## src/core/tfdc_pkg.sv

```systemverilog
// Constants and types shared by the fan drive control block
// Function
// - Analog drive code register is unsigned 8-bit, resetting to all ones (full speed).
// - Analog output spans 0 to 2.5 V as code over 256.
// - Pulse output runs near 75 Hz; manual duty comes from pulse register.
// - Pulse output is open drain; test bit 1 inverts polarity.
// - Automatic control works only while monitoring bit 0 is set.
// - Config bit 5 automates analog output, bit 6 the pulse output.
// - Three signed start thresholds: local sensor and two remote sensors.
// - Automatic analog minimum is 16 times analog register upper nibble.
// - Automatic pulse minimum duty is 6.67 percent times pulse register nibble.
// - With both automatic enables, analog nibble sets both minimums.
// - On start, drive full scale for two seconds, then the highest channel demand.
// - Duty rises linearly with excess temperature over a 20 degree span.
// - Analog code ramps to 240 over the span, then jumps to 255.
// - Applied drive is the highest demand among all channels.
// - Fan stops when all sensors are four degrees below threshold, or at once when automatic control is turned off.
// - Every automatic fan start or stop raises one interrupt event.
// - Interrupt output drives only while config bit 1 is set.
// - Temperatures and thresholds compare as signed twos-complement degrees.
`default_nettype none
package tfdc_pkg;
	localparam logic [7:0] ADDR_CONFIG      = 8'h00;
	localparam logic [7:0] ADDR_DAC_CODE    = 8'h04;
	localparam logic [7:0] ADDR_PWM_DUTY    = 8'h05;
	localparam logic [7:0] ADDR_START_TEMP_LOCAL_LOCAL  = 8'h10;
	localparam logic [7:0] ADDR_START_TEMP_LOCAL_REM_A  = 8'h11;
	localparam logic [7:0] ADDR_START_TEMP_LOCAL_REM_B  = 8'h12;
	localparam logic [7:0] ADDR_TEST        = 8'h14;
	localparam int         CFG_MONITOR_BIT  = 0;
	localparam int         CFG_INT_EN_BIT   = 1;
	localparam int         CFG_INT_CLR_BIT  = 2;
	localparam int         CFG_AUTO_DAC_BIT = 5;
	localparam int         CFG_AUTO_PWM_BIT = 6;
	localparam int         TEST_INVERT_BIT  = 1;
	localparam int         TEST_PIN_BIT     = 7;
	localparam logic [7:0] CONFIG_RESET     = 8'h00;
	localparam logic [7:0] DAC_RESET        = 8'hFF;
	localparam logic [7:0] PWM_RESET        = 8'h00;
	localparam logic [7:0] START_TEMP_LOCAL_RESET       = 8'h7F;
	localparam logic [7:0] TEST_RESET       = 8'h00;
	localparam logic [7:0] TEMP_RESET       = 8'h80;
	localparam logic [7:0] CODE_FULL        = 8'hFF;
	localparam logic [7:0] CODE_OFF         = 8'h00;
	localparam logic [7:0] DAC_RAMP_TOP     = 8'hF0;
	localparam logic [7:0] PWM_RAMP_TOP     = 8'hFF;
	localparam logic [7:0] DAC_MIN_STEP     = 8'h10;
	localparam logic [7:0] PWM_MIN_STEP     = 8'h11;
	localparam logic [8:0] RAMP_SPAN_DEG    = 9'h014;
	localparam logic [8:0] HYST_DEG         = 9'h004;
	localparam int         NUM_CHANNELS     = 3;
	localparam longint     CLK_HZ           = 25000000;
	localparam longint     PWM_FREQ_HZ      = 75;
	localparam longint     PWM_PHASES       = 256;
	localparam longint     SPINUP_S         = 2;
	localparam int         PWM_STEP_CYCLES  = int'(CLK_HZ / (PWM_FREQ_HZ * PWM_PHASES));
	localparam int         SPINUP_CYCLES    = int'(SPINUP_S * CLK_HZ);
	typedef enum logic [1:0] {
		CHAN_LOCAL,
		CHAN_REMOTE_A,
		CHAN_REMOTE_B
	} tfdc_chan_t;
endpackage : tfdc_pkg
`default_nettype wire

```

## src/core/tfdc_pwm_if.sv

```systemverilog
// Carrier between the drive controller and the pulse generator
`timescale 1ns/10ps
`default_nettype none
interface tfdc_pwm_if;
	logic [7:0] duty;
	logic       invert;
	logic       pull;
	modport ctrl (output duty, output invert, input pull);
	modport gen  (input duty, input invert, output pull);
endinterface : tfdc_pwm_if
`default_nettype wire

```

## src/core/tfdc_pwm_gen.sv

```systemverilog
// Pulse generator with prescaled 256-phase period
`timescale 1ns/10ps
`default_nettype none
module tfdc_pwm_gen #(
	parameter int unsigned STEP_CYCLES = tfdc_pkg::PWM_STEP_CYCLES
) (
	// Clock and reset
	input wire logic clk,
	input wire logic reset_n,
	// Duty and polarity in, pulldown out
	tfdc_pwm_if.gen  pwm
);
	localparam int STEP_W = $clog2(STEP_CYCLES);
	generate
		if (STEP_CYCLES < 2) begin : g_bad_step
			$error("STEP_CYCLES must be at least 2");
		end
	endgenerate
	typedef struct packed {
		logic [STEP_W-1:0] step;
		logic [7:0]        phase;
		logic              pull;
	} tfdc_pwm_state_t;
	tfdc_pwm_state_t s;
	tfdc_pwm_state_t next_s;
	logic            on_phase;
	always_comb begin
		next_s = s;
		if (s.step == STEP_W'(STEP_CYCLES - 1)) begin
			next_s.step  = '0;
			next_s.phase = s.phase + 8'h01;
		end else begin
			next_s.step = s.step + STEP_W'(1);
		end
		on_phase = (pwm.duty == tfdc_pkg::CODE_FULL) || (s.phase < pwm.duty);
		next_s.pull = ~(on_phase ^ pwm.invert);
	end
	always_ff @(posedge clk) begin
		if (!reset_n) begin
			// Pin held pulled down so no stray pulse follows reset
			s <= '{step: '0, phase: 8'h00, pull: 1'b1};
		end else begin
			s <= next_s;
		end
	end
	assign pwm.pull = s.pull;
endmodule : tfdc_pwm_gen
`default_nettype wire

```

## src/core/tfdc_chan_demand.sv

```systemverilog
// Per-channel start, stop and drive demand evaluation
`timescale 1ns/10ps
`default_nettype none
module tfdc_chan_demand (
	// Channel temperature and threshold
	input  wire logic [7:0] temp,
	input  wire logic [7:0] start_temp_local,
	// Minimum drive codes
	input  wire logic [7:0] dac_min,
	input  wire logic [7:0] pwm_min,
	// Results
	output logic            above,
	output logic            cool,
	output logic [7:0]      dac_dem,
	output logic [7:0]      pwm_dem
);
	logic signed [8:0] excess;
	function automatic logic [7:0] ramp(input logic [7:0] lo, input logic [7:0] hi,
			input logic [4:0] ex);
		logic [12:0] prod;
		prod = 13'(hi - lo) * 13'(ex);
		ramp = lo + 8'(prod / 13'(tfdc_pkg::RAMP_SPAN_DEG));
	endfunction : ramp
	always_comb begin
		excess = $signed({temp[7], temp}) - $signed({start_temp_local[7], start_temp_local});
		// threshold 127 can never be exceeded
		above  = excess > 9'sd0;
		cool   = excess <= -$signed(tfdc_pkg::HYST_DEG);
		if (excess <= 9'sd0) begin
			dac_dem = dac_min;
			pwm_dem = pwm_min;
		end else if (excess > $signed(tfdc_pkg::RAMP_SPAN_DEG)) begin
			dac_dem = tfdc_pkg::CODE_FULL;
			pwm_dem = tfdc_pkg::CODE_FULL;
		end else begin
			dac_dem = ramp(dac_min, tfdc_pkg::DAC_RAMP_TOP, excess[4:0]);
			pwm_dem = ramp(pwm_min, tfdc_pkg::PWM_RAMP_TOP, excess[4:0]);
		end
	end
endmodule : tfdc_chan_demand
`default_nettype wire

```

## src/core/tfdc_core.sv

```systemverilog
// Fan drive control: registers, automatic control and output drive
`timescale 1ns/10ps
`default_nettype none
module tfdc_core #(
	parameter int unsigned SPINUP_CYCLES = tfdc_pkg::SPINUP_CYCLES,
	parameter int unsigned PWM_STEP      = tfdc_pkg::PWM_STEP_CYCLES
) (
	// Clock and reset
	input  wire logic       CLK_SYS,
	input  wire logic       RESET_N,
	// Register port
	input  wire logic [7:0] REG_ADDR,
	input  wire logic [7:0] REG_WDATA,
	input  wire logic       REG_WRITE,
	output logic [7:0]      REG_RDATA,
	// Temperature results
	input  wire logic       TEMP_VALID,
	input  wire logic [1:0] TEMP_CHANNEL,
	input  wire logic [7:0] TEMP_DATA,
	// Analog drive code
	output logic [7:0]      DAC_CODE,
	// Open-drain pulse pin
	input  wire logic       PWM_IN,
	output logic            PWM_OUT,
	output logic            PWM_OE,
	// Interrupt and status
	output logic            INT_N,
	output logic            FAN_RUNNING
);
	localparam int NCH    = tfdc_pkg::NUM_CHANNELS;
	localparam int SPIN_W = $clog2(SPINUP_CYCLES + 1);

	generate
		if (SPINUP_CYCLES < 1) begin : g_bad_spin
			$error("SPINUP_CYCLES must be at least 1");
		end
		// Prescaler below two leaves no room for the step counter
		if (PWM_STEP < 2) begin : g_bad_pwm_step
			$error("PWM_STEP must be at least 2");
		end
	endgenerate

	typedef struct packed {
		// Host registers
		logic [7:0]           cfg;
		logic [7:0]           dac_reg;
		logic [7:0]           pwm_reg;
		logic [7:0]           test_reg;
		logic [NCH-1:0][7:0]  start_temp_local;
		// Stored results and automatic state
		logic [NCH-1:0][7:0]  temp;
		logic                 upd;
		logic                 fan_on;
		logic                 spin;
		logic [SPIN_W-1:0]    spin_cnt;
		logic [7:0]           auto_dac;
		logic [7:0]           auto_pwm;
		logic                 evt;
		// Pin filter
		logic [2:0]           pin_sync;
		logic                 pin_level;
		// Registered outputs
		logic [7:0]           dac_out;
		logic [7:0]           pwm_duty;
		logic                 invert;
		logic [7:0]           rdata;
		logic                 int_n;
		logic                 pwm_oe;
		logic                 pwm_out;
	} tfdc_state_t;

	// Register select, one decode for writes and readback
	typedef enum logic [2:0] {
		SEL_CONFIG,
		SEL_DAC,
		SEL_PWM,
		SEL_START_TEMP_LOCAL_LOCAL,
		SEL_START_TEMP_LOCAL_REM_A,
		SEL_START_TEMP_LOCAL_REM_B,
		SEL_TEST,
		SEL_NONE
	} tfdc_sel_t;

	localparam tfdc_state_t RESET_STATE = '{
		cfg:       tfdc_pkg::CONFIG_RESET,
		dac_reg:   tfdc_pkg::DAC_RESET,
		pwm_reg:   tfdc_pkg::PWM_RESET,
		test_reg:  tfdc_pkg::TEST_RESET,
		start_temp_local:      {NCH{tfdc_pkg::START_TEMP_LOCAL_RESET}},
		temp:      {NCH{tfdc_pkg::TEMP_RESET}},
		upd:       1'b0,
		fan_on:    1'b0,
		spin:      1'b0,
		spin_cnt:  '0,
		auto_dac:  tfdc_pkg::CODE_OFF,
		auto_pwm:  tfdc_pkg::CODE_OFF,
		evt:       1'b0,
		pin_sync:  3'h7,
		pin_level: 1'b1,
		dac_out:   tfdc_pkg::DAC_RESET,
		pwm_duty:  tfdc_pkg::PWM_RESET,
		invert:    1'b0,
		rdata:     8'h00,
		int_n:     1'b1,
		pwm_oe:    1'b1,
		pwm_out:   1'b0
	};

	tfdc_state_t s;
	tfdc_state_t next_s;

	// Per-channel demand results
	logic [NCH-1:0]      ch_above;
	logic [NCH-1:0]      ch_cool;
	logic [NCH-1:0][7:0] ch_dac;
	logic [NCH-1:0][7:0] ch_pwm;
	logic [7:0]          dac_min;
	logic [7:0]          pwm_min;
	logic [3:0]          pwm_nib;
	logic                monitor;
	logic                auto_dac_en;
	logic                auto_pwm_en;
	logic                auto_on;
	logic                any_above;
	logic                all_cool;
	logic [7:0]          max_dac;
	logic [7:0]          max_pwm;
	logic                cfg_write;

	tfdc_pwm_if pwm_bus ();

	// Address decode, shared by the write and readback paths
	function automatic tfdc_sel_t reg_sel(input logic [7:0] addr);
		tfdc_sel_t sel;
		unique case (addr)
			tfdc_pkg::ADDR_CONFIG:     sel = SEL_CONFIG;
			tfdc_pkg::ADDR_DAC_CODE:   sel = SEL_DAC;
			tfdc_pkg::ADDR_PWM_DUTY:   sel = SEL_PWM;
			tfdc_pkg::ADDR_START_TEMP_LOCAL_LOCAL: sel = SEL_START_TEMP_LOCAL_LOCAL;
			tfdc_pkg::ADDR_START_TEMP_LOCAL_REM_A: sel = SEL_START_TEMP_LOCAL_REM_A;
			tfdc_pkg::ADDR_START_TEMP_LOCAL_REM_B: sel = SEL_START_TEMP_LOCAL_REM_B;
			tfdc_pkg::ADDR_TEST:       sel = SEL_TEST;
			default:                   sel = SEL_NONE;
		endcase
		return sel;
	endfunction : reg_sel

	// Decoded register read, shared by the readback path
	function automatic logic [7:0] reg_read(input logic [7:0] addr, input tfdc_state_t st);
		logic [7:0] test_view;
		test_view = st.test_reg;
		test_view[tfdc_pkg::TEST_PIN_BIT] = st.pin_level;
		unique case (reg_sel(addr))
			SEL_CONFIG:     reg_read = st.cfg;
			SEL_DAC:        reg_read = st.dac_reg;
			SEL_PWM:        reg_read = st.pwm_reg;
			SEL_START_TEMP_LOCAL_LOCAL: reg_read = st.start_temp_local[tfdc_pkg::CHAN_LOCAL];
			SEL_START_TEMP_LOCAL_REM_A: reg_read = st.start_temp_local[tfdc_pkg::CHAN_REMOTE_A];
			SEL_START_TEMP_LOCAL_REM_B: reg_read = st.start_temp_local[tfdc_pkg::CHAN_REMOTE_B];
			SEL_TEST:       reg_read = test_view;
			SEL_NONE:       reg_read = 8'h00;
		endcase
	endfunction : reg_read

	always_comb begin
		monitor     = s.cfg[tfdc_pkg::CFG_MONITOR_BIT];
		auto_dac_en = s.cfg[tfdc_pkg::CFG_AUTO_DAC_BIT];
		auto_pwm_en = s.cfg[tfdc_pkg::CFG_AUTO_PWM_BIT];
		auto_on     = monitor && (auto_dac_en || auto_pwm_en);
		dac_min     = 8'(8'(s.dac_reg[7:4]) * tfdc_pkg::DAC_MIN_STEP);
		pwm_nib     = (auto_dac_en && auto_pwm_en) ? s.dac_reg[7:4] : s.pwm_reg[7:4];
		pwm_min     = 8'(8'(pwm_nib) * tfdc_pkg::PWM_MIN_STEP);
	end

	genvar gi;
	generate
		for (gi = 0; gi < NCH; gi++) begin : g_chan
			tfdc_chan_demand u_chan (
				.temp    (s.temp[gi]),
				.start_temp_local    (s.start_temp_local[gi]),
				.dac_min (dac_min),
				.pwm_min (pwm_min),
				.above   (ch_above[gi]),
				.cool    (ch_cool[gi]),
				.dac_dem (ch_dac[gi]),
				.pwm_dem (ch_pwm[gi])
			);
		end
	endgenerate

	always_comb begin
		any_above = |ch_above;
		all_cool  = &ch_cool;
		max_dac   = tfdc_pkg::CODE_OFF;
		max_pwm   = tfdc_pkg::CODE_OFF;
		for (int i = 0; i < NCH; i++) begin
			if (ch_dac[i] > max_dac) begin
				max_dac = ch_dac[i];
			end
			if (ch_pwm[i] > max_pwm) begin
				max_pwm = ch_pwm[i];
			end
		end
	end

	always_comb begin
		next_s     = s;
		next_s.upd = 1'b0;
		cfg_write  = REG_WRITE && (reg_sel(REG_ADDR) == SEL_CONFIG);

		// Register writes
		if (REG_WRITE) begin
			unique case (reg_sel(REG_ADDR))
				SEL_CONFIG:     next_s.cfg = REG_WDATA;
				SEL_DAC:        next_s.dac_reg = REG_WDATA;
				SEL_PWM:        next_s.pwm_reg = REG_WDATA;
				SEL_START_TEMP_LOCAL_LOCAL: next_s.start_temp_local[tfdc_pkg::CHAN_LOCAL] = REG_WDATA;
				SEL_START_TEMP_LOCAL_REM_A: next_s.start_temp_local[tfdc_pkg::CHAN_REMOTE_A] = REG_WDATA;
				SEL_START_TEMP_LOCAL_REM_B: next_s.start_temp_local[tfdc_pkg::CHAN_REMOTE_B] = REG_WDATA;
				SEL_TEST:       next_s.test_reg = REG_WDATA;
				SEL_NONE:       next_s.cfg = s.cfg;
			endcase
		end

		// Clear first so a same-cycle event survives
		if (cfg_write && REG_WDATA[tfdc_pkg::CFG_INT_CLR_BIT]) begin
			next_s.evt = 1'b0;
		end

		if (TEMP_VALID && (TEMP_CHANNEL < 2'(NCH))) begin
			next_s.temp[TEMP_CHANNEL] = TEMP_DATA;
			next_s.upd                = 1'b1;
		end

		if (s.spin) begin
			if (s.spin_cnt == '0) begin
				next_s.spin = 1'b0;
			end else begin
				next_s.spin_cnt = s.spin_cnt - SPIN_W'(1);
			end
		end

		if (!auto_on) begin
			// Leaving automatic mode stops quietly, no event
			next_s.fan_on = 1'b0;
			next_s.spin   = 1'b0;
		end else if (s.upd) begin
			next_s.auto_dac = max_dac;
			next_s.auto_pwm = max_pwm;
			if (!s.fan_on && any_above) begin
				next_s.fan_on   = 1'b1;
				next_s.spin     = 1'b1;
				next_s.spin_cnt = SPIN_W'(SPINUP_CYCLES - 1);
				next_s.evt      = 1'b1;
			end else if (s.fan_on && all_cool) begin
				next_s.fan_on = 1'b0;
				next_s.spin   = 1'b0;
				next_s.evt    = 1'b1;
			end
		end

		// Pin level filter, stage one feeds stage two only
		next_s.pin_sync = {s.pin_sync[1:0], PWM_IN};
		if (s.pin_sync[1] == s.pin_sync[2]) begin
			next_s.pin_level = s.pin_sync[2];
		end

		if (monitor && auto_dac_en) begin
			if (!s.fan_on) begin
				next_s.dac_out = tfdc_pkg::CODE_OFF;
			end else if (s.spin) begin
				next_s.dac_out = tfdc_pkg::CODE_FULL;
			end else begin
				next_s.dac_out = s.auto_dac;
			end
		end else begin
			// code drives 0 to 2.5 V converter
			next_s.dac_out = s.dac_reg;
		end

		if (monitor && auto_pwm_en) begin
			if (!s.fan_on) begin
				next_s.pwm_duty = tfdc_pkg::CODE_OFF;
			end else if (s.spin) begin
				next_s.pwm_duty = tfdc_pkg::CODE_FULL;
			end else begin
				next_s.pwm_duty = s.auto_pwm;
			end
		end else begin
			next_s.pwm_duty = s.pwm_reg;
		end

		next_s.invert  = s.test_reg[tfdc_pkg::TEST_INVERT_BIT];
		next_s.pwm_oe  = pwm_bus.pull;
		next_s.pwm_out = 1'b0;

		next_s.int_n = ~(next_s.evt && next_s.cfg[tfdc_pkg::CFG_INT_EN_BIT]);

		next_s.rdata = reg_read(REG_ADDR, s);
	end

	always_ff @(posedge CLK_SYS) begin
		if (!RESET_N) begin
			s <= RESET_STATE;
		end else begin
			s <= next_s;
		end
	end

	assign pwm_bus.duty   = s.pwm_duty;
	assign pwm_bus.invert = s.invert;

	// Prescaler is a parameter so simulation can shorten the period
	tfdc_pwm_gen #(
		.STEP_CYCLES (PWM_STEP)
	) u_pwm (
		.clk     (CLK_SYS),
		.reset_n (RESET_N),
		.pwm     (pwm_bus.gen)
	);

	assign REG_RDATA   = s.rdata;
	assign DAC_CODE    = s.dac_out;
	assign PWM_OUT     = s.pwm_out;
	assign PWM_OE      = s.pwm_oe;
	assign INT_N       = s.int_n;
	assign FAN_RUNNING = s.fan_on;
endmodule : tfdc_core
`default_nettype wire

```

## config.mk

```make
export PLATFORM = sky130hd
export DESIGN_NAME = tfdc_core
export DESIGN_NICKNAME = d
export VERILOG_FILES = /design/src/core/tfdc_pkg.sv /design/src/core/tfdc_pwm_if.sv /design/src/core/tfdc_pwm_gen.sv /design/src/core/tfdc_chan_demand.sv /design/src/core/tfdc_core.sv
export SDC_FILE = /design/constraint.sdc
export NUM_CORES = 1
export LEC_CHECK = 0
export ABC_AREA = 1
export BUFFER_PORTS_ARGS = -buffer_cell sky130_fd_sc_hd__buf_2
export CORE_UTILIZATION = 60
export CTS_CLUSTER_DIAMETER = 60
export DETAILED_ROUTE_END_ITERATION = 8
export HOLD_SLACK_MARGIN = 0.12
export PLACE_DENSITY = 0.77
export SLEW_MARGIN = 40
export SYNTH_ARGS = -nofsm -noshare
export SYNTH_HDL_FRONTEND = slang
export SYNTH_SLANG_ARGS = --single-unit
```

## constraint.sdc

```tcl
create_clock -name CLK_SYS -period 27.8 [get_ports CLK_SYS]
set_input_delay 1.39 -clock CLK_SYS [delete_from_list [all_inputs] [get_ports CLK_SYS]]
set_output_delay 1.39 -clock CLK_SYS [all_outputs]
set_load 0.01 [all_outputs]
```

# Word level (Yosys, flattened, before mapping)
# Cells that the tools add are included.
[word_totals]
output_inout_bits = 20
in_bits = 31
word_cells = 188
ff_bits = 178
[classes]
bitwise = 4
magnitude_cmp = 22
n_mux = 51
multipliers = 7
n_div = 6
n_addsub = 14
n_eq_ne = 22
reduce_logical = 32
[ops]
columns = ["op", "n"]
rows = [
  ["8-bit 2-to-1 mux", 31],
  ["13-bit by 5-bit divider with 13-bit output, second input constant", 6],
  ["13-bit by 5-bit multiplier with 13-bit output", 6],
  ["8-bit one-hot mux with 8 select lines", 1],
  ["26-bit 2-to-1 mux", 2],
  ["50-bit 2-to-1 mux", 1],
  ["8-bit adder", 6],
  ["45-bit 2-to-1 mux", 1],
  ["43-bit 2-to-1 mux", 1],
  ["8-bit by 5-bit == test with 1-bit output, second input constant", 4],
  ["8-bit greater-than comparator", 4],
  ["9-bit by 1-bit greater-than comparator with 1-bit output, second input constant", 3],
  ["9-bit by 6-bit greater-than comparator with 1-bit output, second input constant", 3],
  ["9-bit by 1-bit less-or-equal comparator with 1-bit output, second input constant", 3],
  ["9-bit by 3-bit less-or-equal comparator with 1-bit output, second input constant", 3],
  ["27-bit 2-to-1 mux", 1],
  ["8-bit by 8-bit subtractor with 9-bit output", 3],
  ["26-bit logical NOT", 1],
  ["26-bit by 1-bit subtractor with 26-bit output, second input constant", 1],
  ["24-bit bitwise mux", 1],
  ["3-bit == test, second input constant", 7],
  ["3-bit one-hot mux with 7 select lines", 1],
  ["2-bit AND reduction", 10],
  ["8-bit by 8-bit subtractor with 9-bit output, first input constant", 2],
  ["other kinds (30)", 56],
]

# Logic depth before layout (Yosys ltp)
# Gate-level depths: netlist of the first run.
[logic_depth]
word_depth = 19
depth_mapped = 95
mapped_depth_nobuf = 93

# Cells and area by module
# From an unflattened synthesis of the first run, not the netlist that was laid out.
[unflattened]
hier_cells = 3916
hier_area_um2 = 25448.2
[by_module_without_submodules]
columns = ["mod", "n_inst", "seq_area_each_um2", "area_each_um2", "cells_per_inst"]
rows = [
  ["tfdc_chan_demand (g_chan[0].u_chan ...)", 2, 0.0, 5338.9, 866],
  ["tfdc_core", 1, 3123.0, 8105.3, 1170],
  ["tfdc_chan_demand (g_chan[1].u_chan)", 1, 0.0, 5510.3, 851],
  ["tfdc_pwm_gen", 1, 400.4, 1154.9, 163],
]

# Worst setup path before layout of the first run
# Ideal clock, no wire load.
[synth_path]
path_kind = "flip-flop to flip-flop"
from = "register s[110] in the netlist's numbering"
to = "register s[38] in the netlist's numbering"
arrival_ns = 10.992
stages_incl_launch_ff = 85
period_less_slack_ns = 11.126
path_buffers = 2
setup_ns = 0.134
slack_ns = 16.674
t_required_ns = 27.666
cell_sequence = "dfxtp_1 ha_1 inv_1 fa_1 nand2_1 inv_1 o21ai_0 nand2_1 or2_2 nand2_1 inv_1 nand2_1 fa_1 fa_1 fa_1 inv_1 ha_1 a21o_1 (+49 left out) xor2_1 a21oi_1 ha_1 nand2_1 o41ai_1 buf_1 nand2_1 o21ai_0 ha_1 a21oi_1 nor2_1 a211oi_1 a32oi_1 inv_1 clkbuf_1 nand2_1 o211ai_1 a21oi_1"
[synth_between]
elab_chain_len = 10
elab_cells_between_ends = 12
classes_between = "add/sub: 2; mul: 1; div: 1; order compare: 4; mux: 4"
[synth_lines]
columns = ["item", "line_no", "rtl"]
rows = [
  ["start: declaration", "tfdc_core.sv:109", "tfdc_state_t s;"],
  ["start signal: assignment", "tfdc_core.sv:306", "s <= next_s;"],
  ["8-bit by 8-bit subtractor with 9-bit output *", "tfdc_chan_demand.sv:25", "excess = $signed({temp[7], temp}) - $signed({start_temp_local[7], start_temp_local});"],
  ["13-bit by 5-bit multiplier with 13-bit output", "tfdc_chan_demand.sv:21", "prod = 13'(hi - lo) * 13'(ex);"],
  ["13-bit by 5-bit divider with 13-bit output", "tfdc_chan_demand.sv:22", "ramp = lo + 8'(prod / 13'(tfdc_pkg::RAMP_SPAN_DEG));"],
  ["8-bit adder", "tfdc_chan_demand.sv:22", ""],
  ["8-bit 2-to-1 mux", "tfdc_chan_demand.sv:32", "end else if (excess > $signed(tfdc_pkg::RAMP_SPAN_DEG)) begin"],
  ["8-bit 2-to-1 mux *", "tfdc_chan_demand.sv:29", "if (excess <= 9'sd0) begin"],
  ["8-bit greater-than comparator", "tfdc_core.sv:200", "if (ch_pwm[i] > max_pwm) begin"],
  ["8-bit 2-to-1 mux *", "tfdc_core.sv:200", ""],
  ["8-bit greater-than comparator", "tfdc_core.sv:200", ""],
  ["8-bit 2-to-1 mux *", "tfdc_core.sv:200", ""],
]
# Mark *: on every way between the ends. The rest lies on a longest branch, timed or not.
# A chain may end at the register's enable or synchronous reset.

# Final worst setup path of the first run
[layout_path]
from = "register s[149] in the netlist's numbering"
to = "register s[39] in the netlist's numbering"
[layout_between]
elab_chain_len = 14
elab_cells_between_ends = 24
classes_between = "add/sub: 4; mul: 4; div: 3; order compare: 3; mux: 10"
[layout_lines]
columns = ["item", "line_no", "rtl"]
rows = [
  ["4-bit 2-to-1 mux *", "tfdc_core.sv:171", "pwm_nib = (auto_dac_en && auto_pwm_en) ? s.dac_reg[7:4] : s.pwm_reg[7:4];"],
  ["4-bit by 5-bit multiplier with 8-bit output *", "tfdc_core.sv:172", "pwm_min = 8'(8'(pwm_nib) * tfdc_pkg::PWM_MIN_STEP);"],
  ["8-bit by 8-bit subtractor with 9-bit output", "tfdc_chan_demand.sv:21", ""],
  ["13-bit by 5-bit multiplier with 13-bit output", "tfdc_chan_demand.sv:21", ""],
  ["13-bit by 5-bit divider with 13-bit output", "tfdc_chan_demand.sv:22", ""],
  ["8-bit adder", "tfdc_chan_demand.sv:22", ""],
  ["8-bit 2-to-1 mux", "tfdc_chan_demand.sv:32", ""],
  ["8-bit 2-to-1 mux", "tfdc_chan_demand.sv:29", ""],
  ["8-bit by 1-bit greater-than comparator with 1-bit output", "tfdc_core.sv:200", ""],
  ["8-bit 2-to-1 mux", "tfdc_core.sv:200", ""],
  ["8-bit greater-than comparator", "tfdc_core.sv:200", ""],
  ["8-bit 2-to-1 mux", "tfdc_core.sv:200", ""],
  ["8-bit greater-than comparator", "tfdc_core.sv:200", ""],
  ["8-bit 2-to-1 mux *", "tfdc_core.sv:200", ""],
]
# Marked as above.

==> results.md, run 1 <==
- WL final: between 50 and 60 mm
- Pin count of the biggest net entering global routing: 87
- Diodes inserted: 0
- Routed vias/inst: about 5.5
- Mapped Cells: 3,060
- Fill cell count: 3,019
- Req. time, crit path: roughly 28,000 ps
- Post-DRT Antenna Nets: 0
- Unique cell type count in the Yosys netlist: a little under 70
- Final Max Slew Viols: 0
- CTS root buffer: clkbuf_16
- Die footprint: 0.0348 mm²
- Via count: 19,600
- Multiplexer area fraction after synthesis: less than 1%
- Crit path kind: register to register
- DRC viols: 0
- DRT iter0 DRCs: between 1,000 and 1,500
- CTS HTree Levels: 4
- Die Span X: ~190 µm
- Post-Syn Nets: roughly 3,400
- CTS Sinks: 176
- Asr flop ratio synth: 0%
- R2R depth: 68
- # rows: 67
- Drt pass-1 iters: 6
- Number of I/O port buffers: 49
- Largest family of logic cells by synthesized area: simple AND/OR/NAND/NOR gates
- Total global-route track usage: 30.4%
- Hold buffers post-CTS: 0
- RSZ-0062 raised after global routing: no
- Final setup violation count: 0
- Cts repair resizes: 0
- Post-synth top flop: dfxtp_1
- Crit path capture type: register
- Fin util: between 60% and 70%
- Syn avg cell area: approximately 6.7 µm²
- Synthesis-to-layout area growth: 6.11%
- R2R Setup Slk: 15,040 ps
- Area of the multi-input gates: ~0.015 mm²
- Mapped cell area: between 0.02 and 0.025 mm²
- Global-route wire length before repair: between 80 and 90 mm
- CP max stage delay: 740 ps
- Global route overflow: 0
- Bufs on Longest Clock Path: 2
- Cell taking the most area after synthesis: dfxtp_1
- Fin crit period: roughly 13,000 ps
- Hold Path Class: register to register
- Post-CTS setup buffers: 0
- Chip height: roughly 190 µm
- Crit-path slowest cell: o41ai_4
- Most frequent CP cell: nand2_1
- Synth Area in Compound Gates: a little over an eighth
- DP HPWL: about 43 mm
- R2r endpoint: s[39]
- Synth warn: 0
- Most frequent cells in the layout: nand2_1 (634), inv_1 (463), nor2_1 (312), ha_1 (220), nand3_1 (202)
- Clock skew: between 15 and 20 ps
- Synth Area in Adders: a little over a fifth
- Status: finished clean
- Clock Pin Slew Worst Setup and Hold Paths: about 80 ps
- Initial antenna violation count: 0
- CTS buffer count: 17
- Rel. slew slack: between 40% and 50%
- Endpoints failing hold: 0
- Max-cap violations: 0
- Sum Neg Setup Slack: 0 ps
- CTS tree: built
- Layout cells sized above 1: between 10% and 20%
- Drt wl/cell: 14.9 µm
- Synth top area cells: dfxtp_1 (17%), ha_1 (13%), nand2_1 (12%), inv_1 (8.5%), fa_1 (7.4%)
- Worst R2R Start: s[149]
- Highest Clock Rate: slightly below 80 MHz
- Number of global-route vias before repair: roughly 18,000
- Critical Path End: s[39]
- Synth Area in XOR/XNOR: roughly 4.7%
- Ports: 51
- Synth top area share: between 10% and 20%
- Startpoint Class: register
- Core area: between 0.03 and 0.04 mm²
- Crit path DAT: 13,030 ps
- Worst skew pair latency: 440 ps
- Commonest non-fill, non-tap cell in the layout: nand2_1
- Routability cong.: 0.952
- Worst-path fanout max: 19
- Sequential cell area: 0.00352 mm²
- Seq/Total Area, Yosys: roughly 17%
- Slew @ Worst Pin: a little over 800 ps
- Crit path launch: s[149]
- Starting Density: about three fifths
- Fraction of the mapped netlist area in simple logic gates: between 30% and 40%
- Nets: 3,402
- Tcrit/Tclk final: between 40% and 50%
- Yosys reg bits: between 150 and 200
- Number of synthesized flops with an enable pin: 0
==> sequential cells by signal, indices dropped and copies added, names as in the netlist, 3 cells and up <==
name / count
DAC_CODE: 8
REG_RDATA: 8
next_s: 3
pwm_bus.duty: 8
u_pwm.s: 19
s: 122
==> area by class of cell <==
cell class                 count  share of cell area (%)
multi-input combinational   2297                    67.6
sequential                   176                    16.3
inverter                     523                    9.06
tap                          448                    2.59
clock buffer                  17                    1.96
timing repair buffer          61                    1.61
clock inverter                15                   0.872
==> critical path, delay by kind of cell, from the launching register on <==
kind	cells	cell delay, ps
and+or+nand+nor	35	3590
adders and majority gates	7	2760
DFF	1	570
xor gates and xnor gates	3	530
AOI/OAI and AO/OA	18	3880
buffers and inverters	5	1270
==> worst min-delay path by stage <==
stage                         from    endpoint  slack [ps]  cells after the start
floorplan           u_pwm.pwm.pull      PWM_OE         390                      1
global placement    u_pwm.pwm.pull      PWM_OE         390                      1
detailed placement  u_pwm.pwm.pull      PWM_OE         400                      1
CTS                 u_pwm.pwm.pull      PWM_OE         420                      1
global route            next_s[30]  next_s[31]         450                      1
finish              u_pwm.pwm.pull      PWM_OE         420                      1
==> Yosys cell counts, types with 5 or more instances <==
| library cell | count |
|---|---|
| nor4_1 | 13 |
| nand3b_1 | 11 |
| ha_1 | 220 |
| o21ai_1 | 17 |
| buf_1 | 5 |
| o211ai_1 | 45 |
| xor2_2 | 5 |
| or2_2 | 16 |
| nand2_2 | 87 |
| o21ai_2 | 8 |
| and3_1 | 5 |
| a21oi_1 | 181 |
| nand2_1 | 634 |
| nand3_4 | 6 |
| inv_1 | 464 |
| xnor2_1 | 30 |
| nor2_1 | 314 |
| inv_2 | 49 |
| nand4_1 | 39 |
| xor2_1 | 63 |
| nand3_1 | 202 |
| o21bai_1 | 5 |
| nand2_4 | 23 |
| a22oi_1 | 6 |
| clkinv_1 | 10 |
| o22ai_1 | 27 |
| and2_1 | 7 |
| nor3_1 | 38 |
| o21bai_2 | 5 |
| a31oi_1 | 15 |
| o21ai_0 | 124 |
| dfxtp_1 | 176 |
| nand3_2 | 21 |
| fa_1 | 75 |
| clkbuf_1 | 39 |
| o2111ai_1 | 6 |
| buf_4 | 18 |
==> metal layers <==
| layer | vias to the layer above | GRT usage, % | part of all wire, % |
|---|---|---|---|
| li1 | 9943 | - | - |
| met1 | 9019 | 40.7 | 46 |
| met2 | 578 | 51.9 | 47 |
| met3 | 74 | 3.31 | 5.9 |
| met4 | 0 | 7.66 | 1.9 |
| met5 | - | 0 | 0 |
==> kinds of logic after synthesis <==
logic type / count (synthesis)
simple gates: 1428
compound gates: 471
xor+xnor: 101
fa+ha+maj: 295
other cells: 1
buf+inv: 587
flops: 176
mux: 1
==> metrics by stage <==
stage | area, µm² | cells | setup WS, ps | hold WS, ps
global route | 21700 | 3537 | 13890 | 449
CTS | 21600 | 3536 | 15250 | 422
floorplan | 20400 | 3060 | 16670 | 393
finish | 21700 | 3537 | 15040 | 419
global placement | 21000 | 3504 | 14940 | 395
detailed placement | 21000 | 3504 | 15290 | 401
Power of run 1 is left out: the tool's default activity adds up to more than one toggle a clock period on the data nets, which glitch-free logic cannot reach.
==> run 2: changes to the inputs <==
Settings changed: ABC_AREA 1 to 0.
Clock period 27.8 ns to 13 ns, I/O delays scaled along.
==> run 2 against run 1 <==
Net effect: die area up 11%; via count up 14%; final area up 13%; sequential cell count unchanged; critical path depth down 9; global-route usage up 1.5 points; critical path type unchanged.
==> results.md, run 2 <==
- Cell Area, Placed: 0.0234 mm² (+11%)
- Crit-path leading delay family: compound AO/OA/AOI/OAI gates
- Global route overflow: 0 (unchanged)
- VDD IR max: between 0.3 and 0.4 mV
- Final cell count without fillers: 3,538 (+0.028%)
- Crit path DAT: 12,750 ps (-280 ps)
- Seq/Total Area, Yosys: 15.5% (-1.7 points)
- R2R Setup Slk: 600 ps (-14,440 ps)
- Mapped Cells: 3,026 (-1.1%)
- Drt pass-1 iters: 6 (unchanged)
- CTS buffer count: 17 (unchanged)
- Status: finished clean
- Post-Syn Nets: 3,352 (-1.0%)
- Final Max Slew Viols: 0 (unchanged)
- Synthesis-to-layout area growth: 7.63%
- Chip height: 197 µm (+5.4%)
- Unique cell type count in the Yosys netlist: 122 (+77%)
- Global-route wire length before repair: 102 mm (+16%)
- Pin count of the biggest net entering global routing: 92 (+5.7%)
- CTS tree: built
- Post-synth top cells: nor2_1 (296), nand2_1 (295), a21oi_1 (238), ha_1 (220), inv_1 (207)
- DP HPWL: 48.8 mm (+15%)
- Commonest non-fill, non-tap cell in the layout: nand2_1
- Hold buffers post-CTS: 0 (unchanged)
- Worst skew pair latency: 430 ps (about the same)
- Cell taking the most area after synthesis: dfxtp_1
- Layout cells sized above 1: 11.1% (+0.14 points)
- Worst R2R Start: s[102]
- Fin util: 66.1% (+1.5 points)
- Total global-route track usage: 31.8% (+1.5 points)
- DRC viols: 0 (unchanged)
- Slew @ Worst Pin: 858 ps (+42.7 ps)
- Initial antenna violation count: 2 (+2)
- Via count: 22,400 (+14%)
- Most numerous cell in the Yosys netlist: nor2_1
- Core area: 0.0370 mm² (+10%)
- Hold Path Origin: u_pwm.pwm.pull
- Rel. slew slack: 42.6% (-2.6 points)
- P_leak: approximately 11 nW
- Synth top area cells: dfxtp_1 (16%), ha_1 (12%), fa_1 (6.6%), a21oi_1 (5.2%), nor2_1 (4.9%)
- R2r endpoint: s[35]
- Crit-path slowest cell: fa_1
- Synth warn: 0 (unchanged)
- WL final: 62.9 mm (+19%)
- Max-cap violations: 0 (unchanged)
- Number of global-route vias before repair: 20,600 (+12%)
- Clock skew: 9.84 ps (-5.34 ps)
- Synth top area share: 15.5% (-1.7 points)
- Startpoint Class: register
- # rows: 70 (+4.5%)
- Hold Path Stages: 1 (unchanged)
- Crit path capture type: register
- Hold Path Sink: PWM_OE
- CTS HTree Levels: 4 (unchanged)
- Drt wl/cell: 17.8 µm (+19%)
- Largest register FFs: 122 (unchanged)
- CTS root buffer: clkbuf_16
- Worst-path fanout max: 8 (-11)
- DRT iter0 DRCs: 1,854 (+37%)
- Asr flop ratio synth: 0% (unchanged)
- Nets: 3,346 (-1.6%)
- Final Cell Area: 0.0244 mm² (+13%)
- Yosys reg bits: 176 (unchanged)
- Starting Density: 61.4% (+0.55 points)
- Number of I/O port buffers: 49 (unchanged)
- CTS Sinks: 176 (unchanged)
- Mapped cell area: 0.0227 mm² (+11%)
- Syn avg cell area: 7.50 µm² (+12%)
- CP max stage delay: 550 ps (-190 ps)
- WP buf/inv: 9 (+4)
- Tcrit/Tclk final: 95.3% (+49 points)
- Die footprint: 0.0386 mm² (+11%)
- Fin crit period: 12,400 ps (-361 ps)
- Req. time, crit path: 13,350 ps (-14,730 ps)
- Highest Clock Rate: 80.7 MHz (+2.9%)
- Crit path kind: register to register
- Ports: 51 (unchanged)
- Routed vias/inst: 6.33 (+14%)
- Routability cong.: 0.972 (+2.0%)
- Most flops, register: s
- Power Density: around 150 mW/mm²
- Hold Path Class: register to register
- Die Span X: 197 µm (+5.4%)
- Post-DRT Antenna Nets: 0 (unchanged)
- Bufs on Longest Clock Path: 2 (unchanged)
- Final setup violation count: 0 (unchanged)
- Number of synthesized flops with an enable pin: 0 (unchanged)
- R2R depth: 59 (-13%)
- Endpoints failing hold: 0 (unchanged)
- Post-synth top flop: dfxtp_1
- Most frequent cells in the layout: nand2_1 (293), nor2_1 (292), a21oi_1 (228), ha_1 (220), inv_1 (206)
- Largest regs: s: 122 flops, u_pwm.s: 19 flops
- Cells after DPL: 3,486 (-0.51%)
- Clock Pin Slew Worst Setup and Hold Paths: 60 ps (-20 ps)
- Sum Neg Setup Slack: 0 ps (unchanged)
run 2: cell types whose count changed after synthesis, moves of 45 or more:
cell / previous run / this run
a21oi_1: 181 / 238
a21o_1: 3 / 50
nand2b_1: 0 / 55
inv_1: 464 / 207
nand3_1: 202 / 99
inv_2: 49 / 4
xnor2_1: 30 / 107
mux2i_1: 1 / 62
nand2_2: 87 / 0
clkbuf_1: 39 / 111
nand2_1: 634 / 295
run 2: how the worst max path moves through the flow:
stage | from | endpoint | slack [ps] | cells past startpoint
2_1_floorplan | s[102] | s[35] | 950 | 61
3_3_place_gp | s[102] | s[35] | 200 | 56
3_5_place_dp | s[102] | s[35] | -210 | 56
4_1_cts | s[102] | s[35] | 50 | 60
5_1_grt | s[102] | s[35] | -70 | 62
6_report | s[102] | s[35] | 600 | 59
run 2: per-stage QoR:
stage,setup slack [ps],hold WS (ps),power (mW)
2_1_floorplan,945,386,2.27
3_3_place_gp,197,395,2.74
3_5_place_dp,-205,391,2.80
4_1_cts,50.7,405,3.32
5_1_grt,-72.6,422,3.88
6_report,605,405,3.63
run 2: per-layer routing:
layer  part of all wire (%)  wire length [µm]  global-route usage, %  up-vias
li1                       -                 -                      -    10900
met1                     43             27300                   42.2    10500
met2                     48             29900                   54.4      849
met3                    6.1              3860                   3.15      136
met4                    3.0              1870                   9.75        2
met5                  0.021                13                      0        -
run 2: power breakdown:
part           internal [mW]  switching, mW
clock                  0.284          0.208
combinational           1.09           1.50
sequential             0.544        0.00337
run 2: what timing repair did:
action,in CTS,in global routing
setup buffers,2,16
endpoints found under the hold margin,0,0
pin swaps,1,8
endpoints found under the setup margin,4,12
resized for setup,3,58
run 2: kinds of logic (layout without fill, tap and decap cells):
logic type | count (synthesis) | after routing | share of synthesized area (%)
adders and majority gates | 298 | 298 | 18.9
and+or+nand+nor | 1104 | 1104 | 23.6
xor gates and xnor gates | 156 | 156 | 6.05
buffers and inverters | 372 | 379 | 6.73
AOI/OAI and AO/OA | 840 | 840 | 25.6
other | 1 | 2 | 0.0165
muxes | 79 | 79 | 3.63
DFF | 176 | 176 | 15.5
run 2: layout make-up:
cell class / instances / area [µm²]
multi-input combinational: 2478 / 18000
fill: 3169 / 12500
sequential: 176 / 3520
timing repair buffer: 133 / 877
inverter: 214 / 805
tap: 504 / 631
clock buffer: 24 / 492
clock inverter: 8 / 80.1
antenna: 1 / 2.50
run 2: worst register-to-register path, delay by kind of cell, from the launching register on:
kind                       cells  cell delay (ps)
AOI/OAI and AO/OA             24             4560
buffers and inverters          9              960
adders and majority gates     10             3480
xor gates and xnor gates       3              540
and+or+nand+nor               10             1490
DFF                            1              370
muxes                          3              890
(Power assumes the default switching activity.)
